[config.mk]
export PLATFORM = sky130hd
export DESIGN_NAME = temp_result_formatter
export DESIGN_NICKNAME = d
export VERILOG_FILES = /design/src/temp_fmt_pkg.sv /design/src/temp_result_formatter.sv
export SDC_FILE = /design/constraint.sdc
export NUM_CORES = 1
export LEC_CHECK = 0
export BUFFER_PORTS_ARGS = -buffer_cell sky130_fd_sc_hd__buf_2
export CAP_MARGIN = 20
export CORE_MARGIN = 3
export CORE_UTILIZATION = 50
export DETAILED_ROUTE_END_ITERATION = 7
export PLACE_DENSITY = 0.79
export SETUP_SLACK_MARGIN = 0.05
export SLEW_MARGIN = 0
export SYNTH_ARGS = -nofsm -noshare
export SYNTH_HDL_FRONTEND = slang
export SYNTH_SLANG_ARGS = --single-unit
[constraint.sdc]
create_clock -name clk_sys -period 8.3 [get_ports clk_sys]
set_input_delay 0.415 -clock clk_sys [delete_from_list [all_inputs] [get_ports clk_sys]]
set_output_delay 0.415 -clock clk_sys [all_outputs]
set_load 0.01 [all_outputs]
[src/temp_fmt_pkg.sv]
/*
  Constants for the temperature result formatter: data widths, clamp
  limits, range offset, rate codes and conversion timing.
  Assumes a 10 MHz system clock.
*/
package temp_fmt_pkg;
  localparam int CLK_HZ = 10_000_000;
  localparam int RAW_W = 16;
  localparam int FRAC_BITS = 4;
  localparam int RATE_W = 4;
  localparam logic [7:0] STD_MIN_CODE = 8'h00;
  localparam logic [7:0] STD_MAX_CODE = 8'h7F;
  localparam logic [7:0] EXT_OFFSET = 8'h40;
  localparam logic [7:0] EXT_MAX_CODE = 8'hFF;
  localparam logic [3:0] FRAC_PAD = 4'h0;
  // Conversion rate codes: 0.0625/s up to 32/s
  localparam logic [RATE_W-1:0] RATE_0P0625 = 4'h0;
  localparam logic [RATE_W-1:0] RATE_16 = 4'h8;
  localparam logic [RATE_W-1:0] RATE_32 = 4'h9;
  localparam logic [RATE_W-1:0] RATE_MAX = 4'h9;
  localparam logic [RATE_W-1:0] RATE_RESET = RATE_16;
  // Period at 32/s in ns; slower codes double it per step
  localparam longint FAST_PERIOD_NS = 31_250_000;
  localparam longint FAST_PERIOD_CYC = FAST_PERIOD_NS * CLK_HZ
                                       / 1_000_000_000;
  localparam int PERIOD_W = 32;
  localparam int SHUTDOWN_SCL_MAX_KHZ = 2500;
  typedef enum logic [4:0] {
    ST_IDLE = 5'b00001,
    ST_LOC = 5'b00010,
    ST_REM = 5'b00100,
    ST_WAIT = 5'b01000,
    ST_SHDN = 5'b10000
  } conv_state_type;
endpackage

[src/temp_result_formatter.sv]
/*
  Temperature result formatter: paces local then remote conversions,
  formats each signed raw sample into whole-degree and fraction bytes,
  and holds one result per channel.
  Assumes the analog front end returns a signed 1/16 degree sample with
  a one-cycle done pulse, on the same clock; the serial interface and
  configuration logic live outside and drive range, rate and shutdown.
*/
// Summary of operation
// - Separate local and remote stored results
// - Twelve magnitude bits, 0.0625 degree steps
// - Standard range clamps below zero to 00h
// - Standard range saturates above 127 to 7Fh
// - Range bit high selects extended encoding
// - Range change applies from next local conversion
// - Extended range adds 40h to whole degrees
// - Extended spans -64 to 191, clamped to 00h/FFh
// - Rates include 0.0625, 16, 32 per second
// - Reset rate is 16 per second
// - Shutdown stops conversions, bus stays alive
// - Result is whole byte plus fraction byte
// - Fraction left-justified in bits 7..4
module temp_result_formatter
  import temp_fmt_pkg::*;
#(
  parameter longint PERIOD_32_CYC = FAST_PERIOD_CYC
) (
  input wire logic clk_sys,
  input wire logic rst,
  input wire logic range_ext,
  input wire logic [RATE_W-1:0] rate_sel,
  input wire logic rate_wr,
  input wire logic shutdown,
  input wire logic adc_done,
  input wire logic signed [RAW_W-1:0] adc_data,
  output logic adc_start,
  output logic adc_remote,
  output logic [7:0] local_whole,
  output logic [7:0] local_frac,
  output logic [7:0] remote_whole,
  output logic [7:0] remote_frac,
  output logic [RATE_W-1:0] rate_cur,
  output logic busy
);

  // Whole degrees of a sample, sign kept
  function automatic logic signed [RAW_W-1:0] whole_deg(
    input logic signed [RAW_W-1:0] raw);
    whole_deg = raw >>> FRAC_BITS;
  endfunction

  // Sample lies under the lowest code of the selected range
  function automatic logic below_span(
    input logic signed [RAW_W-1:0] raw, input logic ext);
    if (ext) begin
      below_span = whole_deg(raw) < -RAW_W'(signed'({1'b0, EXT_OFFSET}));
    end else begin
      below_span = raw < 0;
    end
  endfunction

  // Sample lies over the highest code of the selected range
  function automatic logic above_span(
    input logic signed [RAW_W-1:0] raw, input logic ext);
    logic signed [RAW_W-1:0] top;
    if (ext) begin
      top = RAW_W'(signed'({1'b0, EXT_MAX_CODE - EXT_OFFSET}));
    end else begin
      top = RAW_W'(signed'({1'b0, STD_MAX_CODE}));
    end
    above_span = whole_deg(raw) > top;
  endfunction

  // Formats one raw sample into whole degrees per selected range
  function automatic logic [7:0] fmt_whole(
    input logic signed [RAW_W-1:0] raw, input logic ext);
    logic signed [RAW_W-1:0] deg;
    deg = whole_deg(raw);
    if (ext) begin
      deg = deg + RAW_W'(signed'({1'b0, EXT_OFFSET}));
    end
    if (below_span(raw, ext)) begin
      fmt_whole = STD_MIN_CODE;
    end else if (above_span(raw, ext)) begin
      fmt_whole = ext ? EXT_MAX_CODE : STD_MAX_CODE;
    end else begin
      fmt_whole = deg[7:0];
    end
  endfunction

  // Fraction nibble left-justified; clamped values carry no fraction
  function automatic logic [7:0] fmt_frac(
    input logic signed [RAW_W-1:0] raw, input logic ext);
    fmt_frac = {raw[FRAC_BITS-1:0], FRAC_PAD};
    if (below_span(raw, ext) || above_span(raw, ext)) begin
      fmt_frac = 8'h00;
    end
  endfunction

  conv_state_type state_r, state_nxt;
  logic [PERIOD_W-1:0] tick_r, tick_nxt;
  logic [RATE_W-1:0] rate_r, rate_nxt;
  logic range_r, range_nxt;
  logic start_r, start_nxt;
  logic remote_r, remote_nxt;
  logic [7:0] lw_r, lw_nxt;
  logic [7:0] lf_r, lf_nxt;
  logic [7:0] rw_r, rw_nxt;
  logic [7:0] rf_r, rf_nxt;
  logic [PERIOD_W-1:0] period;

  // Period doubles for every step below the fastest code
  always_comb begin
    period = PERIOD_W'(PERIOD_32_CYC) << (RATE_MAX - rate_r);
  end

  // Conversion sequencer and result capture
  always_comb begin
    state_nxt = state_r;
    tick_nxt = tick_r;
    rate_nxt = rate_r;
    range_nxt = range_r;
    start_nxt = 1'b0;
    remote_nxt = remote_r;
    lw_nxt = lw_r;
    lf_nxt = lf_r;
    rw_nxt = rw_r;
    rf_nxt = rf_r;
    if (rate_wr && rate_sel <= RATE_MAX) begin
      rate_nxt = rate_sel;
    end
    if (tick_r != '0) begin
      tick_nxt = tick_r - PERIOD_W'(1);
    end
    unique case (state_r)
      ST_IDLE: begin
        if (shutdown) begin
          state_nxt = ST_SHDN;
        end else begin
          range_nxt = range_ext;
          // Minus two: the idle cycle belongs to the period
          tick_nxt = period - PERIOD_W'(2);
          start_nxt = 1'b1;
          remote_nxt = 1'b0;
          state_nxt = ST_LOC;
        end
      end
      ST_LOC: begin
        if (adc_done) begin
          lw_nxt = fmt_whole(adc_data, range_r);
          lf_nxt = fmt_frac(adc_data, range_r);
          start_nxt = 1'b1;
          remote_nxt = 1'b1;
          state_nxt = ST_REM;
        end
      end
      ST_REM: begin
        if (adc_done) begin
          rw_nxt = fmt_whole(adc_data, range_r);
          rf_nxt = fmt_frac(adc_data, range_r);
          state_nxt = ST_WAIT;
        end
      end
      ST_WAIT: begin
        if (shutdown) state_nxt = ST_SHDN;
        else if (tick_r == '0) state_nxt = ST_IDLE;
      end
      ST_SHDN: begin
        tick_nxt = '0;
        if (!shutdown) state_nxt = ST_IDLE;
      end
      default: state_nxt = ST_IDLE;
    endcase
  end

  // State registers with synchronous reset
  always_ff @(posedge clk_sys) begin
    if (rst) begin
      state_r <= ST_IDLE;
      tick_r <= '0;
      rate_r <= RATE_RESET;
      range_r <= 1'b0;
      start_r <= 1'b0;
      remote_r <= 1'b0;
      lw_r <= STD_MIN_CODE;
      lf_r <= 8'h00;
      rw_r <= STD_MIN_CODE;
      rf_r <= 8'h00;
    end else begin
      state_r <= state_nxt;
      tick_r <= tick_nxt;
      rate_r <= rate_nxt;
      range_r <= range_nxt;
      start_r <= start_nxt;
      remote_r <= remote_nxt;
      lw_r <= lw_nxt;
      lf_r <= lf_nxt;
      rw_r <= rw_nxt;
      rf_r <= rf_nxt;
    end
  end

  // Busy flag registered from the next state
  logic busy_r, busy_nxt;
  always_comb begin
    busy_nxt = (state_nxt == ST_LOC) || (state_nxt == ST_REM);
  end
  always_ff @(posedge clk_sys) begin
    if (rst) busy_r <= 1'b0;
    else busy_r <= busy_nxt;
  end

  assign adc_start = start_r;
  assign adc_remote = remote_r;
  assign local_whole = lw_r;
  assign local_frac = lf_r;
  assign remote_whole = rw_r;
  assign remote_frac = rf_r;
  assign rate_cur = rate_r;
  assign busy = busy_r;
endmodule

# ---- After elaboration in Yosys (flattened, before gate mapping)
# Cells that the tools add are included.
dict set report totals {
  out_inout_bits 39
  elab_cells 82
  regBits 77
  in_bits 26
}
dict set report op_classes {
  mux 38
  n_shift 1
  addsub 4
  n_bitwise 1
  n_eq_ne 9
  n_lt_le_gt_ge 7
  reduce_logical 11
}
# cell n
set ops {}
lappend ops {{$mux W16} 9}
lappend ops {{$mux W8} 9}
lappend ops {{$gt A12 B16 Y1} 4}
lappend ops {{$mux W32} 2}
lappend ops {{$pmux W32 S2} 1}
lappend ops {{$logic_not A32 Y1} 1}
lappend ops {{$reduce_bool A32 Y1} 1}
lappend ops {{$shl A19 B4 Y32 const A} 1}
lappend ops {{$sub A32 B1 Y32 const B} 1}
lappend ops {{$sub A32 B2 Y32 const B} 1}
lappend ops {{$mux W5} 6}
lappend ops {{$pmux W5 S5} 1}
lappend ops {{$lt A16 B1 Y1 const B} 1}
lappend ops {{$lt A12 B7 Y1 const B} 1}
lappend ops {{$eq A5 B2 Y1 const B} 2}
lappend ops {{$eq A5 B3 Y1 const B} 2}
lappend ops {{$add A8 B8 Y8 const B} 1}
lappend ops {{$mux W1} 8}
lappend ops {{$reduce_and A2 Y1} 3}
lappend ops {{$eq A5 B1 Y1 const B} 1}
lappend ops {{$eq A5 B4 Y1 const B} 1}
lappend ops {{$eq A5 B5 Y1 const B} 1}
lappend ops {{$le A4 B4 Y1 const B} 1}
lappend ops {{$ne A2 B2 Y1 const B} 2}
lappend ops {{7 further kinds} 10}

# ---- Depth between registers and ports, before layout
dict set report depth {
  word_depth 10
  ltp_mapped 14
  depth_no_buf 11
}

# ---- Worst setup path after synthesis
# OpenSTA, ideal clock, no wires.
dict set report synth_timing {
  path_type {flip-flop to flip-flop}
  start {register rate_r[1], in the netlist rate_cur[1]}
  end {register tick_r[20]}
  path_stages_with_launch 15
  slack_ps 4735
  period_less_slack_ps 3565
  required_ps 8166
  setup_time_ps 134
  arrival_ps 3431
  path_cell_list {dfxtp_1 > inv_1 > ha_1 > xnor2_1 > buf_2 > buf_1 > clkbuf_1 > nand3_1 > ha_1 > o21ai_0 > a2111o_1 > a211oi_2 > nand2b_1 > a211oi_1 > o22ai_1}
}
dict set report synth_via {
  elab_chain_len 5
}
# element line
set synth_lines {}
lappend synth_lines {{start: declaration} temp_result_formatter.sv:102} ;# logic [RATE_W-1:0] rate_r, rate_nxt;
lappend synth_lines {{start signal: assignment} temp_result_formatter.sv:192} ;# rate_r <= rate_nxt;
lappend synth_lines {{$sub A4 B4 Y4} temp_result_formatter.sv:114} ;# period = PERIOD_W'(PERIOD_32_CYC) << (RATE_MAX - rate_r);
lappend synth_lines {{$shl A19 B4 Y32} temp_result_formatter.sv:114}
lappend synth_lines {{$sub A32 B2 Y32} temp_result_formatter.sv:142} ;# tick_nxt = period - PERIOD_W'(2);
lappend synth_lines {{$mux W32} temp_result_formatter.sv:137} ;# if (shutdown) begin
lappend synth_lines {{$pmux W32 S2} temp_result_formatter.sv:135} ;# unique case (state_r)
lappend synth_lines {{end signal: assignment} temp_result_formatter.sv:191} ;# tick_r <= tick_nxt;
lappend synth_lines {{end: declaration} temp_result_formatter.sv:101} ;# logic [PERIOD_W-1:0] tick_r, tick_nxt;
# Every way passes these cells.
# A chain may end at the register's enable or synchronous reset.

# ---- Worst setup path after layout
# Ends and elaborated chain as after synthesis.

==> results.md <==
* Compound-gate portion of the synthesized area at 24.5%
* Critical Path Source Type: flop
* Post-route clock period utilization at 47.2%
* Commonest cells post-synth: nor2_1, dfxtp_1, a21oi_1, nand2_1, o21ai_0
* Fraction of the mapped netlist area in simple logic gates at 25.9%
* Lkg Pwr at 0.00203 µW
* Post-CTS Setup Inserts at 0
* Slew Viols, Final at 0
* Worst-margin pin slew at 872 ps
* CTS Buffer Depth at 2
* Relative slew slack at 41.7%
* Most used DFF post-synth: dfxtp_1
* Vias after detailed routing at 4724
* FMAX at 255 MHz
* Slowest cell on the critical path: dfxtp_1
* Xor/xnor share of the synthesized area at 8.23%
* Syn. warnings at 0
* First-pass iteration count of the detailed router at 5
* Std cell rows at 34
* Routed length per instance at 16.7 µm
* Outcome: finished, final reports clean
* Clock-pin transition on the worst setup and hold timing paths at 100 ps
* Count of final hold-check violations at 0
* Cell variety after synth at 70
* Final #Nets at 688
* Die H at 103 µm
* Initial DRC count at 370
* Main combinational cell family by area after synthesis: simple AND/OR/NAND/NOR gates
* Fraction of registers with async set/reset at 0%
* Share of layout cells above drive strength 1 at 14.5%
* # setup viols final at 0
* Dpl hpwl at 9.18 mm
* MaxCap Viol Count at 0
* Synthesized flop and latch total at 69
* Number of global-route vias before repair at 4184
* Worst-path cell chain: inv_1 > ha_1 > buf_4 > inv_1 > nand3_1 > ha_1 > o21ai_0 > a2111o_1 > a211oi_2 > nand2b_1 > a211oi_1 > o22ai_1
* Final min period at 3910 ps
* Root buffer cell: clkbuf_8
* RSZ-0062 raised after global routing: no
* Arr. time, crit path at 4120 ps
* Gp weighted congestion at 0.959
* Count of flip-flops with a built-in enable after synthesis at 0
* Gr usage total at 24.4%
* Die Area at 0.0106 mm²
* Detail Route Antenna Nets at 0
* Synthesized area at 0.00468 mm²
* Setup TNS at 0 ps
* Core Area at 0.00889 mm²
* Worst R2R Setup Slack at 4390 ps
* Worst r2r src: rate_cur[1]$_SDFFE_PP0P_
* Resize count post-CTS at 0
* R2r endpoint: tick_r[20]$_SDFF_PP0_
* Mux share of post-synthesis cell area at 2.59%
* CP peak stage delay at 560 ps
* Power Density at 252 mW/mm²
* PortBufs at 56
* Worst setup path startpoint: rate_cur[1]$_SDFFE_PP0P_
* Largest net degree at the start of global routing at 49
* Syn Inst Count at 613
* Initial core utilization at 52.6%
* CTS H-tree depth at 3
* Clock latency on the worst-skew pair at 350 ps
* Worst EP required at 8510 ps
* Clock sinks at 69
* CTS Hold Buffers Added at 0
* Synth Area in Adders at 3.74%
* Drt drc at 0
* Area Overhead vs Synth at 10.3%
* Final WL at 12.7 mm
* Crit-path max FO at 48
* Most frequent cell after synthesis: nor2_1
* Synth area leader: dfxtp_1
* Fin Hold WS at 291 ps
* Post-Syn Area per Cell at 7.64 µm²
* Final Skew at 14.3 ps
* Via/cell ratio at 6.21
* Top post-synthesis cells by area: dfxtp_1, a21oi_1, nor2_1, xnor2_1, nand2_1
* Path category of the worst min-delay check: input pin to flop
* Synth top area share at 29.5%
* Worst VDD drop at 0.0000911 V
* Crit path capture: tick_r[20]$_SDFF_PP0_
* Reg2Reg Depth at 12
* Sequential share of the synthesized area at 29.5%
* CP Class: flop to flop
* CTS buffer count at 9
* Grt ovf at 0
* # diodes at 0
* First-pass GRT wire length at 20.6 mm
* IO Count at 65
* Initial antenna violation count at 0
* CTS tree: built
* Die X-Extent at 103 µm
* CP Capture Type: flop
per-stage QoR:
stage | total power (µW) | area, µm² | cells | util [%] | worst slack [ps]
2_1_floorplan | 892 | 4710 | 620 | - | 4740
3_3_place_gp | 997 | 4950 | 743 | 55.7 | 4670
3_5_place_dp | 1010 | 4950 | 743 | 55.7 | 4500
4_1_cts | 1290 | 5140 | 759 | 57.8 | 4480
5_1_grt | 1380 | 5160 | 761 | 58.1 | 4090
6_report | 1300 | 5160 | 761 | 58.1 | 4390
report_power, final:
part           internal [µW]  switching (µW)  leakage, µW
logic                    233             347      0.00137
registers                386            63.5     0.000562
clock network            116             156    0.0000943
total                    735             566      0.00203
final cells by class:
cell class / instances / area (µm²)
Clock inverter: 7 / 65.1
Tap cell: 108 / 135
Fill cell: 787 / 3730
Timing Repair Buffer: 61 / 325
Clock buffer: 9 / 124
Inverter: 13 / 48.8
Sequential cell: 69 / 1380
Multi-Input combinational cell: 494 / 3080
cell families (layout without fill, tap and decap cells):
| group | after synthesis | in the layout |
|---|---|---|
| xor+xnor | 44 | 44 |
| mux | 12 | 12 |
| compound gates | 176 | 176 |
| flops | 69 | 69 |
| other cells | 1 | 8 |
| simple gates | 240 | 240 |
| buf+inv | 57 | 90 |
| fa+ha+maj | 14 | 14 |
state kept, by name, indices dropped and copies added, names as in the netlist:
register,cells
busy,1
tick_r,32
state_r,5
remote_whole,8
local_whole,8
rate_cur,4
adc_start,1
remote_frac,4
range_r,1
adc_remote,1
local_frac,4
per-layer routing:
| layer | GRT usage (%) | up-vias | wire [µm] |
|---|---|---|---|
| li1 | - | 2292 | - |
| met1 | 35.2 | 2180 | 5730 |
| met2 | 37.0 | 233 | 5880 |
| met3 | 5.07 | 19 | 944 |
| met4 | 6.57 | 0 | 179 |
| met5 | 0 | - | 0 |
layout by cell type, fill, tap and decap left out, types with 4 or more instances in the layout:
cell type,n
o22ai_1,22
a21o_1,4
a211oi_1,19
a31oi_1,6
or3_1,4
o21ai_0,28
o211ai_1,4
conb_1,8
buf_2,56
nand4b_1,4
a21oi_1,53
ha_1,14
nand2b_1,15
xor2_1,20
xnor2_1,22
dfxtp_1,69
nor3_1,17
nand3_1,22
nor4_1,9
mux2i_1,11
nor2b_1,14
nand4_1,6
inv_1,13
clkbuf_8,9
nand2_1,53
nor2_1,70
worst max-delay path, delay by kind of cell, from the launching register on:
kind            cells  cell delay (ps)
compound gates      5             1360
buf+inv             3              860
fa+ha+maj           2              630
flops               1              560
simple gates        2              350
how the worst min path moves through the flow:
| stage | startpoint | to | depth (start not counted) |
|---|---|---|---|
| 6_report | rate_sel[0] | rate_cur[0]$_SDFFE_PP0P_ | 3 |
| 5_1_grt | range_ext | range_r$_SDFFE_PP0P_ | 3 |
| 4_1_cts | rate_sel[0] | rate_cur[0]$_SDFFE_PP0P_ | 3 |
| 3_5_place_dp | remote_frac[4]$_SDFFE_PP0P_ | remote_frac[4]$_SDFFE_PP0P_ | 2 |
| 3_3_place_gp | local_frac[5]$_SDFFE_PP0P_ | local_frac[5]$_SDFFE_PP0P_ | 2 |
| 2_1_floorplan | range_r$_SDFFE_PP0P_ | range_r$_SDFFE_PP0P_ | 2 |
Power figures use the tool's default switching activity.
